**src/common/ocsw_pkg.sv**
```systemverilog
// Contract
// RQ1: With no over-current the output follows the drive request level.
// RQ2: A high drive request closes the switch toward the supply rail.
// RQ3: Below the trip threshold the output stays on and status floats.
// RQ4: Over-current shorter than the trip delay is ignored.
// RQ5: Over-current lasting past the trip delay turns the output off.
// RQ6: After a trip the output stays off for the recovery wait, then retries.
// RQ7: A retry into a standing short turns the output off again at once.
// RQ8: Trip, wait and retry repeat until the fault clears or request drops.
// RQ9: Dropping and raising the request ends a recovery wait at once.
// RQ10: The configuring party keeps recovery wait at least 1000 trip delays.
// RQ11: After power-on the recovery wait is the default, 500 ms or 20 ms.
// RQ12: The trip delay is chosen from eight values up to 1000 us.
// RQ13: The flashing variant toggles status at 1.7 Hz, 50% duty, on fault.
// RQ14: The controller holds the request low through power-up.
// RQ15: Sense tied low uses the internal switch, else the external driver.
// RQ16: Trip and recovery counters run on a timebase, cleared on low request.
package ocsw_pkg;

    // ************************************************
    // timing
    // ************************************************
    localparam int CLK_PERIOD_NS = 10;
    localparam int US_NS = 1000;
    localparam int US_CYCLES = US_NS / CLK_PERIOD_NS;
    localparam int MS_US = 1000;
    localparam int FLASH_MILLIHZ = 1700;
    localparam int FLASH_HALF_MS_INT = (1000 * 1000) / (2 * FLASH_MILLIHZ);
    localparam logic [8:0] FLASH_HALF_MS = 9'(FLASH_HALF_MS_INT);
    localparam logic [10:0] CNT_MAX = 11'h7FF;

    // trip delay choices in microseconds
    localparam logic [10:0] TRIP_US [0:7] = '{
        11'h005, 11'h00A, 11'h014, 11'h032,
        11'h064, 11'h0C8, 11'h1F4, 11'h3E8
    };

    // recovery wait choices in milliseconds
    localparam logic [10:0] RECOVERY_MS [0:7] = '{
        11'h00A, 11'h014, 11'h032, 11'h064,
        11'h0C8, 11'h1F4, 11'h3E8, 11'h5DC
    };

    localparam logic [10:0] RECOVERY_DEF_LONG_MS = 11'h1F4;
    localparam logic [10:0] RECOVERY_DEF_SHORT_MS = 11'h014;

    // ************************************************
    // types
    // ************************************************
    typedef struct packed {
        logic [2:0] trip_sel;
        logic [2:0] recovery_sel;
        logic recovery_prog;
        logic long_default;
        logic flash_ind;
        logic sense_gnd;
    } ocsw_cfg_type;

    typedef struct packed {
        logic sw_int_on;
        logic ext_drive;
        logic status_o;
        logic status_oe;
    } ocsw_pins_type;

    typedef enum logic [1:0] {
        ST_IDLE,
        ST_ON,
        ST_WAIT,
        ST_RETRY
    } ocsw_state_type;

endpackage : ocsw_pkg

```
**src/core/ocsw_switch_ctrl.sv**
```systemverilog
`timescale 1ns/100ps
module ocsw_switch_ctrl #(
    parameter int US_CYCLES = ocsw_pkg::US_CYCLES,
    parameter int MS_US = ocsw_pkg::MS_US
) (
    input wire logic clk,
    input wire logic sys_rst,
    input wire logic drive_req,
    input wire logic over_current,
    input wire ocsw_pkg::ocsw_cfg_type cfg,
    output ocsw_pkg::ocsw_pins_type pins
);

    ocsw_pkg::ocsw_state_type state_reg;
    ocsw_pkg::ocsw_state_type state_next;
    ocsw_pkg::ocsw_pins_type pins_reg;
    logic [10:0] trip_cnt_reg;
    logic [10:0] rec_cnt_reg;
    logic [8:0] flash_cnt_reg;
    logic flash_phase_reg;
    logic [10:0] trip_limit;
    logic [10:0] rec_limit;
    logic trip_hit;
    logic rec_done;
    logic out_on_next;
    logic fault_next;
    logic us_tick;
    logic ms_tick;

    // ************************************************
    // timebase
    // ************************************************
    ocsw_timebase #(
        .US_CYCLES(US_CYCLES),
        .MS_US(MS_US)
    ) u_timebase (
        .clk(clk),
        .sys_rst(sys_rst),
        .us_tick(us_tick),
        .ms_tick(ms_tick)
    );

    // ************************************************
    // limits
    // ************************************************
    always_comb begin
        trip_limit = ocsw_pkg::TRIP_US[cfg.trip_sel]; // RQ12
        if (cfg.recovery_prog) begin
            rec_limit = ocsw_pkg::RECOVERY_MS[cfg.recovery_sel];
        end else if (cfg.long_default) begin
            rec_limit = ocsw_pkg::RECOVERY_DEF_LONG_MS; // RQ11
        end else begin
            rec_limit = ocsw_pkg::RECOVERY_DEF_SHORT_MS; // RQ11
        end
        // short peaks stay below the limit and never trip
        trip_hit = over_current && (trip_cnt_reg >= trip_limit); // RQ4
        rec_done = rec_cnt_reg >= rec_limit;
    end

    // ************************************************
    // state machine
    // ************************************************
    always_comb begin
        state_next = state_reg;
        case (state_reg)
            ocsw_pkg::ST_IDLE: begin
                if (drive_req) begin
                    state_next = ocsw_pkg::ST_ON; // RQ1 RQ9
                end
            end
            ocsw_pkg::ST_ON: begin
                if (!drive_req) begin
                    state_next = ocsw_pkg::ST_IDLE; // RQ1
                end else if (trip_hit) begin
                    state_next = ocsw_pkg::ST_WAIT; // RQ5
                end
            end
            ocsw_pkg::ST_WAIT: begin
                if (!drive_req) begin
                    state_next = ocsw_pkg::ST_IDLE; // RQ8 RQ9
                end else if (rec_done) begin
                    state_next = ocsw_pkg::ST_RETRY; // RQ6
                end
            end
            ocsw_pkg::ST_RETRY: begin
                if (!drive_req) begin
                    state_next = ocsw_pkg::ST_IDLE;
                end else if (over_current) begin
                    state_next = ocsw_pkg::ST_WAIT; // RQ7
                end else begin
                    state_next = ocsw_pkg::ST_ON; // RQ8
                end
            end
            default: begin
                state_next = ocsw_pkg::ST_IDLE;
            end
        endcase
    end

    always_ff @(posedge clk) begin
        if (sys_rst) begin
            state_reg <= ocsw_pkg::ST_IDLE;
        end else begin
            state_reg <= state_next;
        end
    end

    // ************************************************
    // trip and recovery counters
    // ************************************************
    // any drop of the request wipes both timers
    always_ff @(posedge clk) begin
        if (sys_rst || !drive_req || !over_current ||
            state_reg != ocsw_pkg::ST_ON) begin
            trip_cnt_reg <= 11'h000; // RQ16
        end else if (us_tick && trip_cnt_reg != ocsw_pkg::CNT_MAX) begin
            trip_cnt_reg <= trip_cnt_reg + 11'h001; // RQ16
        end
    end

    always_ff @(posedge clk) begin
        if (sys_rst || !drive_req || state_reg != ocsw_pkg::ST_WAIT) begin
            rec_cnt_reg <= 11'h000; // RQ16
        end else if (ms_tick && !rec_done) begin
            rec_cnt_reg <= rec_cnt_reg + 11'h001; // RQ6
        end
    end

    // ************************************************
    // fault flasher
    // ************************************************
    // retry states count as fault so the blink keeps its rhythm
    always_comb begin
        out_on_next = (state_next == ocsw_pkg::ST_ON) ||
                      (state_next == ocsw_pkg::ST_RETRY);
        fault_next = (state_next == ocsw_pkg::ST_WAIT) ||
                     (state_next == ocsw_pkg::ST_RETRY);
    end

    always_ff @(posedge clk) begin
        if (sys_rst || !fault_next) begin
            flash_cnt_reg <= 9'h000;
            flash_phase_reg <= 1'b1;
        end else if (ms_tick) begin
            if (flash_cnt_reg == ocsw_pkg::FLASH_HALF_MS - 9'h001) begin
                flash_cnt_reg <= 9'h000;
                flash_phase_reg <= !flash_phase_reg; // RQ13
            end else begin
                flash_cnt_reg <= flash_cnt_reg + 9'h001;
            end
        end
    end

    // ************************************************
    // output pins
    // ************************************************
    always_ff @(posedge clk) begin
        if (sys_rst) begin
            pins_reg <= '0;
        end else begin
            pins_reg.sw_int_on <= out_on_next && cfg.sense_gnd; // RQ2 RQ15
            pins_reg.ext_drive <= out_on_next && !cfg.sense_gnd; // RQ15
            pins_reg.status_o <= 1'b0;
            // open drain: floats unless a fault pulls it low
            pins_reg.status_oe <= fault_next &&
                (!cfg.flash_ind || flash_phase_reg); // RQ3 RQ13
        end
    end

    assign pins = pins_reg;
endmodule : ocsw_switch_ctrl

```
**src/core/ocsw_timebase.sv**
```systemverilog
`timescale 1ns/100ps
module ocsw_timebase #(
    parameter int US_CYCLES = ocsw_pkg::US_CYCLES,
    parameter int MS_US = ocsw_pkg::MS_US
) (
    input wire logic clk,
    input wire logic sys_rst,
    output logic us_tick,
    output logic ms_tick
);

    logic [11:0] cyc_reg;
    logic [11:0] us_reg;
    logic us_tick_reg;
    logic ms_tick_reg;

    // ************************************************
    // microsecond prescaler
    // ************************************************
    always_ff @(posedge clk) begin
        if (sys_rst) begin
            cyc_reg <= 12'h000;
            us_tick_reg <= 1'b0;
        end else if (cyc_reg == 12'(US_CYCLES - 1)) begin
            cyc_reg <= 12'h000;
            us_tick_reg <= 1'b1;
        end else begin
            cyc_reg <= cyc_reg + 12'h001;
            us_tick_reg <= 1'b0;
        end
    end

    // ************************************************
    // millisecond prescaler
    // ************************************************
    always_ff @(posedge clk) begin
        if (sys_rst) begin
            us_reg <= 12'h000;
            ms_tick_reg <= 1'b0;
        end else if (us_tick_reg && us_reg == 12'(MS_US - 1)) begin
            us_reg <= 12'h000;
            ms_tick_reg <= 1'b1;
        end else begin
            if (us_tick_reg) begin
                us_reg <= us_reg + 12'h001;
            end
            ms_tick_reg <= 1'b0;
        end
    end

    assign us_tick = us_tick_reg;
    assign ms_tick = ms_tick_reg;

endmodule : ocsw_timebase

```
**config.mk**
```make
export PLATFORM = sky130hd
export DESIGN_NAME = ocsw_switch_ctrl
export DESIGN_NICKNAME = d
export VERILOG_FILES = /design/src/common/ocsw_pkg.sv /design/src/core/ocsw_switch_ctrl.sv /design/src/core/ocsw_timebase.sv
export SDC_FILE = /design/constraint.sdc
export NUM_CORES = 1
export LEC_CHECK = 0
export ABC_AREA = 1
export BUFFER_PORTS_ARGS = -buffer_cell sky130_fd_sc_hd__buf_4
export CAP_MARGIN = 10
export CORE_ASPECT_RATIO = 0.6
export CORE_MARGIN = 2
export CORE_UTILIZATION = 55
export DETAILED_ROUTE_END_ITERATION = 12
export HOLD_SLACK_MARGIN = 0.12
export PLACE_DENSITY = 0.82
export REMOVE_ABC_BUFFERS = 1
export SLEW_MARGIN = 25
export SYNTH_ARGS = -nofsm -noshare
export SYNTH_HDL_FRONTEND = slang
export SYNTH_SLANG_ARGS = --single-unit
export TNS_END_PERCENT = 5
```
**constraint.sdc**
```tcl
create_clock -name clk -period 1.82 [get_ports clk]
set_input_delay 0.182 -clock clk [delete_from_list [all_inputs] [get_ports clk]]
set_output_delay 0.182 -clock clk [all_outputs]
set_load 0.02 [all_outputs]
```
==> impl_metrics.toml, run 1 <==
[place]
place.gp.congestion = 0.932
dp_hpwl_um = 6530
numPortBuffers = 16

[synthesis]
ys_async_sr_fraction_pct = 0
synthXorXnorAreaFrac_pct = 4.78
ys_seq_elements = 63
synth_edf_count = 0
syn_area_um2 = 3660
synth_cells = 532
synth-simple-area-share_pct = 31.8
synth_area_leaders = "dfxtp_1, nand2_1, ha_1, inv_1, nor2_1"
synth_top_family_by_area = "simple AND/OR/NAND/NOR gates"
yosysWarnings = 0
synthAdderAreaFrac_pct = 9.90
synth_area_per_cell_um2 = 6.89
muxShareOfSynthArea_pct = 0
synthFlopType = "dfxtp_1"
yosys.area.top_type = "dfxtp_1"
synth_compound_area_share_pct = 10.1
netlist-cell-type-count = 35
synth_top_area_share_pct = 34.4
ys_seq_area_share_pct = 34.4

[setup_path]
end_kind = "register"
r2r_end = "pins[2]"
cp_max_fo = 3
crit_type = "in -> reg"
r2r-start = "rec_cnt_reg[9]"
cp.required_ps = 2060
cp_common_cell = "nand2_2"
r2r_slack_ps = 40
critical_path_arrival_ps = 2080
slowest_stage = "ha_1"
cp_cell_sequence = "buf_4, buf_6, ha_4, a211oi_2, ha_1, nand2_2, inv_1, nand2_1, nand3_2, nand2_4, buf_6, nand2_2, a21oi_2, nand2_1, nand2_2, nor2_1"
slowest_delay_ps = 310
start_kind = "input port"
worst-r2r-cell-count = 12

[die]
dieArea_um2 = 7350
die_x_um = 109
fp.dieH_um = 67.2
row_count = 22
num_io_pins = 18
core_um2 = 6280
initial_core_util_pct = 58.4

[power]
p_leak_uw = 0.00197
power.density_nw_per_um2 = 658
peakVddDrop_mv = 0.469

[routing]
drt_iter0_drc = 278
drt.antenna.violating_nets = 0
wirelength_um = 9060
drt-pass1-iter-count = 6
routed_via_density = 5.21
route.detailed.drc = 0
wl_per_cell_um = 13.3
vias = 3559

[min_path]
min_from = "drive_req"
min_to = "trip_cnt_reg[2]"
holdPathStages = 5
holdCritPathClass = "in -> reg"

[timing]
fin_crit_sh_pct = 101
fin_skew_ps = 9.85
max_freq_mhz = 542
rsz0062_at_grt = "true"
period_needed_ps = 1850
finalSetupTns_ps = -62.9
whs_ps = 277
finalHoldViolCount = 0
setup_viol = 4
slew_violations = 0
timing.final.ws_setup_ps = -25.5

[layout]
n_antenna_cell = 0
drive_gt1_share_pct = 19.9
final_cell_mix = "nand2_1, inv_1, nor2_1"
area_growth_pct = 24.1
final_common_cell = "nand2_1"
final_nets = 637

[global_routing]
grt_use_total_pct = 25.9
grt-ovfl-total = 0
antenna_found_initial = 0
grt_max_degree = 13
grt_pass1_vias = 3315
grt_pass1_wl_um = 14600

[status]
violations = "negative setup slack"
run_status = "finished with violations"

[clock_tree]
cts_setup_buffers = 0
cts_tree = "yes"
clk_pin_slew_worst_paths_ps = 70
root_buffer = "clkbuf_8"
cts.sinks = 63
insertion_delay_ps = 350
h-tree-depth = 3
cts_made_buffers = 9
clockBufferDepth = 2

[job]
max-cap-violations = 0
[synthesized netlist by cell type (2+ instances only)]
| cell | number |
|---|---|
| a211oi_1 | 2 |
| a21oi_1 | 39 |
| buf_2 | 2 |
| buf_4 | 2 |
| dfxtp_1 | 63 |
| ha_1 | 29 |
| inv_1 | 75 |
| inv_2 | 2 |
| nand2_1 | 131 |
| nand2_2 | 3 |
| nand3_1 | 24 |
| nand3b_1 | 2 |
| nand4_1 | 8 |
| nor2_1 | 74 |
| nor3_1 | 11 |
| nor3_2 | 2 |
| nor4_1 | 4 |
| o21a_1 | 3 |
| o21ai_0 | 17 |
| o21bai_1 | 2 |
| or2_2 | 5 |
| xnor2_1 | 6 |
| xor2_1 | 14 |
[where the power goes]
part / internal [uW] / total, uW / switching [uW] / leakage, uW
clock network: 845 / 1370 / 527 / 0.000114
registers: 1390 / 1390 / 6.86 / 0.000510
logic: 99.0 / 224 / 125 / 0.00135
[logic make-up after synthesis]
family | Yosys count
AND/OR/NAND/NOR | 269
flip-flops | 63
other | 1
buffers and inverters | 82
AO/OA/AOI/OAI | 68
adder cells (fa/ha/maj) | 29
XOR/XNOR | 20
[worst max-delay path, delay by kind of cell]
| family | cells | cell delay [ps] |
|---|---|---|
| AOI/OAI and AO/OA | 2 | 370 |
| and+or+nand+nor | 8 | 690 |
| adders and majority gates | 2 | 460 |
| buffers and inverters | 4 | 370 |
[metal layers]
layer / part of all wire [%] / GRT usage [%] / wire [um]
met1: 47 / 34.3 / 4280
met4: 1.5 / 8.70 / 138
met3: 6.2 / 6.76 / 562
met5: 0 / 0 / 0
met2: 45 / 41.4 / 4080
[layout make-up]
| type | instances | area, um2 |
|---|---|---|
| Tap cell | 84 | 105 |
| Clock inverter | 3 | 65.1 |
| Fill cell | 480 | 1730 |
| Sequential cell | 63 | 1260 |
| Timing Repair Buffer | 56 | 455 |
| Multi-Input combinational cell | 387 | 2210 |
| Clock buffer | 13 | 159 |
| Inverter | 77 | 292 |
[metrics by stage]
stage / worst slack (ps) / area [um2] / util, % / total power, uW / instances
6_report: -25.5 / 4550 / 72.4 / 2990 / 683
5_1_grt: -73.8 / 4550 / 72.4 / 3110 / 683
4_1_cts: 13.7 / 4430 / 70.6 / 2980 / 683
2_1_floorplan: -337 / 3630 / - / 1520 / 527
3_5_place_dp: -550 / 4140 / 66.0 / 1610 / 664
3_3_place_gp: -389 / 4140 / 66.0 / 1600 / 664
[what timing repair did]
| item | CTS | global route |
|---|---|---|
| setup endpoints to repair | 14 | 29 |
| hold buffers | 3 | 0 |
| resized for setup | 8 | 39 |
| hold endpoints to repair | 7 | 0 |
| pin swaps | 4 | 12 |
[worst max path at each step]
stage,from,to,slack (ps),cells after the start
3_5_place_dp,cfg[4],rec_cnt_reg[10],-550,14
6_report,cfg[5],pins[2],-30,16
4_1_cts,cfg[4],pins[2],10,18
3_3_place_gp,cfg[4],rec_cnt_reg[3],-390,15
2_1_floorplan,cfg[4],rec_cnt_reg[2],-340,14
5_1_grt,cfg[5],pins[3],-70,16
(Power assumes the default switching activity.)
==> inputs of run 2 (changes only) <==
RECOVER_POWER = 100   (was default)
==> run 2 against run 1 <==
Against the previous run:
- the run still ends with negative setup slack left
- clock skew shrank 1.9 ps
- global-route usage unchanged
- core utilization down 0.50 points
- sequential power about the same
- highest routed layer unchanged
==> impl_metrics.toml, run 2 (synthesized netlist as in run 1, its figures left out) <==
[power]
p_total_uw = 2990
p_sw_uw = 657
switching_share_pct = 22.0
p_leak_uw = 0.00193
comb_power_share_pct = 7.4
power.density_nw_per_um2 = 661
pwr-share-seq_pct = 46.7
clkPwrFrac_pct = 45.9
peakVddDrop_mv = 0.469
p_int_uw = 2330

[clock_tree]
cts_tree = "yes"
clockBufferDepth = 2
clk_pin_slew_worst_paths_ps = 70
insertion_delay_ps = 350
cts_made_buffers = 9
root_buffer = "clkbuf_8"
h-tree-depth = 3
cts_setup_buffers = 0
cts.sinks = 63

[place]
dp_hpwl_um = 6530
dp.cells = 664
placed_area_um2 = 4140
numPortBuffers = 16
place.gp.congestion = 0.932

[layout]
design_area_um2 = 4520
area_growth_pct = 23.3
final_cell_mix = "nand2_1, inv_1, nor2_1"
drive_gt1_share_pct = 18.9
n_antenna_cell = 0
final_common_cell = "nand2_1"
final_nets = 637
layout.cells.non_filler = 683

[global_routing]
grt_max_degree = 13
grt_pass1_vias = 3315
grt_use_total_pct = 25.9
grt_pass1_wl_um = 14600
grt-ovfl-total = 0
antenna_found_initial = 0

[timing]
period_needed_ps = 1840
max_freq_mhz = 542
setup_viol = 3
finalHoldViolCount = 0
fin_skew_ps = 7.91
rsz0062_at_grt = "true"
fin_crit_sh_pct = 101
timing.final.ws_setup_ps = -24.0
slew_violations = 0

[routing]
routed_via_density = 5.19
drt.antenna.violating_nets = 0
drt_iter0_drc = 325
drt-pass1-iter-count = 5
wl_per_cell_um = 13.3
wirelength_um = 9080
vias = 3548
route.detailed.drc = 0

[setup_path]
worst-r2r-cell-count = 12
cp.required_ps = 2060
start_kind = "input port"
cp_max_fo = 3
crit_type = "in -> reg"
r2r_slack_ps = 30
end_kind = "register"
r2r-start = "rec_cnt_reg[9]"
r2r_end = "pins[2]"
critical_path_arrival_ps = 2080

[job]
max-cap-violations = 0

[min_path]
holdPathStages = 5
min_to = "trip_cnt_reg[2]"
min_from = "drive_req"
holdCritPathClass = "in -> reg"

[die]
num_io_pins = 18
fp.dieH_um = 67.2
core_um2 = 6280
initial_core_util_pct = 58.4
row_count = 22
dieArea_um2 = 7350
die_x_um = 109

[status]
run_status = "finished with violations"
violations = "negative setup slack"
[run 2: cell types whose count changed in the layout (fill, tap and decap cells not counted), sizes merged]
| cell | change |
|---|---|
| buf | -5 |
| clkbuf | +5 |
[run 2: layout make-up]
cell class                      count  area [um2]
Clock buffer                       13         159
Sequential cell                    63        1260
Timing Repair Buffer               56         438
Multi-Input combinational cell    387        2190
Clock inverter                      3        65.1
Tap cell                           84         105
Fill cell                         491        1760
Inverter                           77         292
[run 2: repair_timing]
item / CTS / global route
pin swaps: 4 / 12
hold endpoints to repair: 7 / 0
hold buffers: 3 / 0
resized for setup: 8 / 39
endpoints found under the setup margin: 14 / 29
[run 2: layer usage]
layer	global-route usage [%]	share of wire (%)	vias up	wire (um)
met1	34.3	47	1599	4300
met5	0	0	-	0
met2	41.4	45	117	4080
li1	-	-	1821	-
met4	8.70	1.5	0	140
met3	6.76	6.2	11	561
[run 2: critical path, cell delays in order]
cell,delay [ps]
buf_4,120
buf_6,120
ha_4,150
a211oi_2,240
ha_1,310
nand2_2,110
inv_1,40
nand2_1,90
nand3_2,110
nand2_4,100
buf_6,90
nand2_2,50
a21oi_2,130
nand2_1,80
nand2_2,100
nor2_1,40
[run 2: how the worst max path moves through the flow]
stage               startpoint               to  slack (ps)  cells past startpoint
detailed placement      cfg[4]  rec_cnt_reg[10]        -550                     14
floorplan               cfg[4]   rec_cnt_reg[2]        -340                     14
finish                  cfg[5]          pins[2]         -20                     16
global route            cfg[5]          pins[3]         -70                     16
global placement        cfg[4]   rec_cnt_reg[3]        -390                     15
CTS                     cfg[4]          pins[2]          10                     18
[run 2: per-stage QoR]
| step | setup slack, ps | hold WS, ps | setup TNS [ps] | util (%) |
|---|---|---|---|---|
| after global placement | -389 | 348 | -4830 | 66.0 |
| final | -24.0 | 279 | -55.6 | 71.9 |
| after floorplan | -337 | 254 | -3010 | - |
| after detailed placement | -550 | 354 | -6780 | 66.0 |
| after global routing | -73.8 | 298 | -872 | 71.9 |
| after CTS | 13.7 | 257 | 0 | 70.6 |
[run 2: power groups by stage]
stage,clock network (uW),logic (uW),registers [uW]
finish,1370,221,1390
floorplan,0,95.0,1430
global route,1470,244,1400
CTS,1390,197,1390
global placement,0,175,1430
detailed placement,0,184,1430
==> inputs of run 3 (changes only) <==
CORE_ASPECT_RATIO = 0.75   (was 0.6)
GPL_ROUTABILITY_DRIVEN = 0   (was default)
==> run 3 against run 2 <==
Against the previous run:
- the run now ends clean
- register-to-register slack improved by 20 ps
- design area fell by 2.5%
- die area fell by 0.20%
- worst setup slack improved by 69 ps
- first-iteration DRC count fell by 15%
- final cell count fell by 1.6%
- via count rose by 0.51%
- global-route usage fell by 2.0 points
- clock-buffer cell count fell by 3
- clock power fell by 19%
- critical path type unchanged
- clock skew fell by 1.3 ps
==> impl_metrics.toml, run 3 (synthesized netlist as in run 1, its figures left out) <==
[status]
run_status = "complete, no violations"

[die]
core_um2 = 6380
dieArea_um2 = 7340
die_x_um = 98.2
row_count = 25
fp.dieH_um = 74.7
num_io_pins = 18
initial_core_util_pct = 57.4

[setup_path]
critPathLaunch = "cfg[4]"
cp.required_ps = 2060
start_kind = "input port"
slowest_stage = "ha_1"
crit_type = "in -> reg"
r2r-start = "rec_cnt_reg[10]"
critical_path.top_delay_family = "simple AND/OR/NAND/NOR gates"
end_kind = "register"
slowest_delay_ps = 280
critical_path_arrival_ps = 2020
cp.buffers_inverters = 5
cp_max_fo = 7
cp_cell_sequence = "buf_4, inv_2, ha_4, inv_1, nor2_1, a211oi_2, ha_1, nand2_1, nor2_1, nand3_1, nand2_1, inv_1, nand3_4, buf_8, nor3_1, nor2_1"
cp_common_cell = "nor2_1"

[routing]
routed_via_density = 5.31
drt.antenna.violating_nets = 0
drt_iter0_drc = 277
wirelength_um = 8540
route.detailed.drc = 0
wl_per_cell_um = 12.7
vias = 3566
drt-pass1-iter-count = 6

[timing]
fin_skew_ps = 6.66
max_freq_mhz = 564
slew_violations = 0
period_needed_ps = 1770
whs_ps = 266
fin_crit_sh_pct = 97.5
finalHoldViolCount = 0
finalSetupTns_ps = 0
rsz0062_at_grt = "true"
setup_viol = 0
timing.final.ws_setup_ps = 45.5

[layout]
final_cell_mix = "nand2_1, inv_1, nor2_1"
drive_gt1_share_pct = 16.8
seqCellArea_um2 = 1270
design_area_um2 = 4400
final_nets = 629
area_growth_pct = 20.2
multiInputGateArea_um2 = 2170
n_antenna_cell = 0
final_common_cell = "nand2_1"
fillers = 497

[place]
dp_hpwl_um = 6150
placed_area_um2 = 4070
numPortBuffers = 16
pre_cts_ws_ps = -367

[global_routing]
grt_pass1_vias = 3288
grt_max_degree = 15
grt_pass1_wl_um = 14100
grt_use_total_pct = 23.9
grt-ovfl-total = 0
antenna_found_initial = 0

[min_path]
holdCritPathClass = "in -> reg"
min_from = "over_current"

[clock_tree]
cts_made_buffers = 9
root_buffer = "clkbuf_8"
clk_pin_slew_worst_paths_ps = 70
h-tree-depth = 3
cts_setup_buffers = 0
cts.sinks = 63
clockBufferDepth = 2
cts_tree = "yes"
insertion_delay_ps = 350

[power]
p_total_uw = 2700
power.density_nw_per_um2 = 613
p_leak_uw = 0.00186
peakVddDrop_mv = 0.467

[job]
max-cap-violations = 0
==> run 3: cell types whose count changed in the layout (fill, tap and decap cells not counted), moves of 3 or more <==
cell,previous run,this run
nand2_1,123,128
buf_6,4,0
nand2_2,9,5
clkinvlp_4,0,3
a21oi_2,4,0
a21oi_1,35,39
buf_4,43,38
==> run 3: layout make-up <==
cell class	instances	share of cell area (%)
multi-input cells	387	49.3
flip-flops and latches	63	28.7
repair buffers	48	8.86
inverters	77	6.62
clock buffers	10	3.13
well taps	81	2.30
clock inverters	6	1.02
==> run 3: worst min-delay path: stages <==
cell	delay, ps
buf_4	90
o21ai_0	110
a21oi_1	190
==> run 3: worst paths after layout <==
path	to	slack [ps]	cells past startpoint
worst max-delay path	rec_cnt_reg[3]	50	16
worst min register to register	u_timebase.cyc_reg[0]	450	1
worst min-delay path	state_reg[1]	270	3
worst max register to register	rec_cnt_reg[3]	50	10
==> run 3: where the power goes <==
part           switching, uW  leakage [uW]  internal (uW)  total (uW)
sequential              7.29      0.000511           1390        1390
combinational            111       0.00126           86.8         198
clock                    572     0.0000849            534        1110
==> run 3: routing by layer <==
layer | track usage, % | wire length (um) | vias to the layer above | part of all wire (%)
met1 | 31.0 | 3910 | 1620 | 46
met3 | 5.76 | 476 | 19 | 5.6
met4 | 9.13 | 172 | 0 | 2.0
met5 | 0 | 0 | - | 0
met2 | 39.7 | 3980 | 110 | 47
li1 | - | - | 1817 | -
==> run 3: through the flow <==
step,utilization (%),cells
final,69.0,672
after detailed placement,63.8,652
after global routing,69.0,672
after floorplan,-,527
after global placement,63.8,652
after CTS,67.4,671
==> run 3: what timing repair did <==
item | in CTS | in global routing
pin swaps | 1 | 8
hold buffers | 3 | 0
endpoints found under the hold margin | 7 | 0
gates resized for setup | 3 | 32
setup endpoints to repair | 5 | 32
gates cloned | 0 | 1
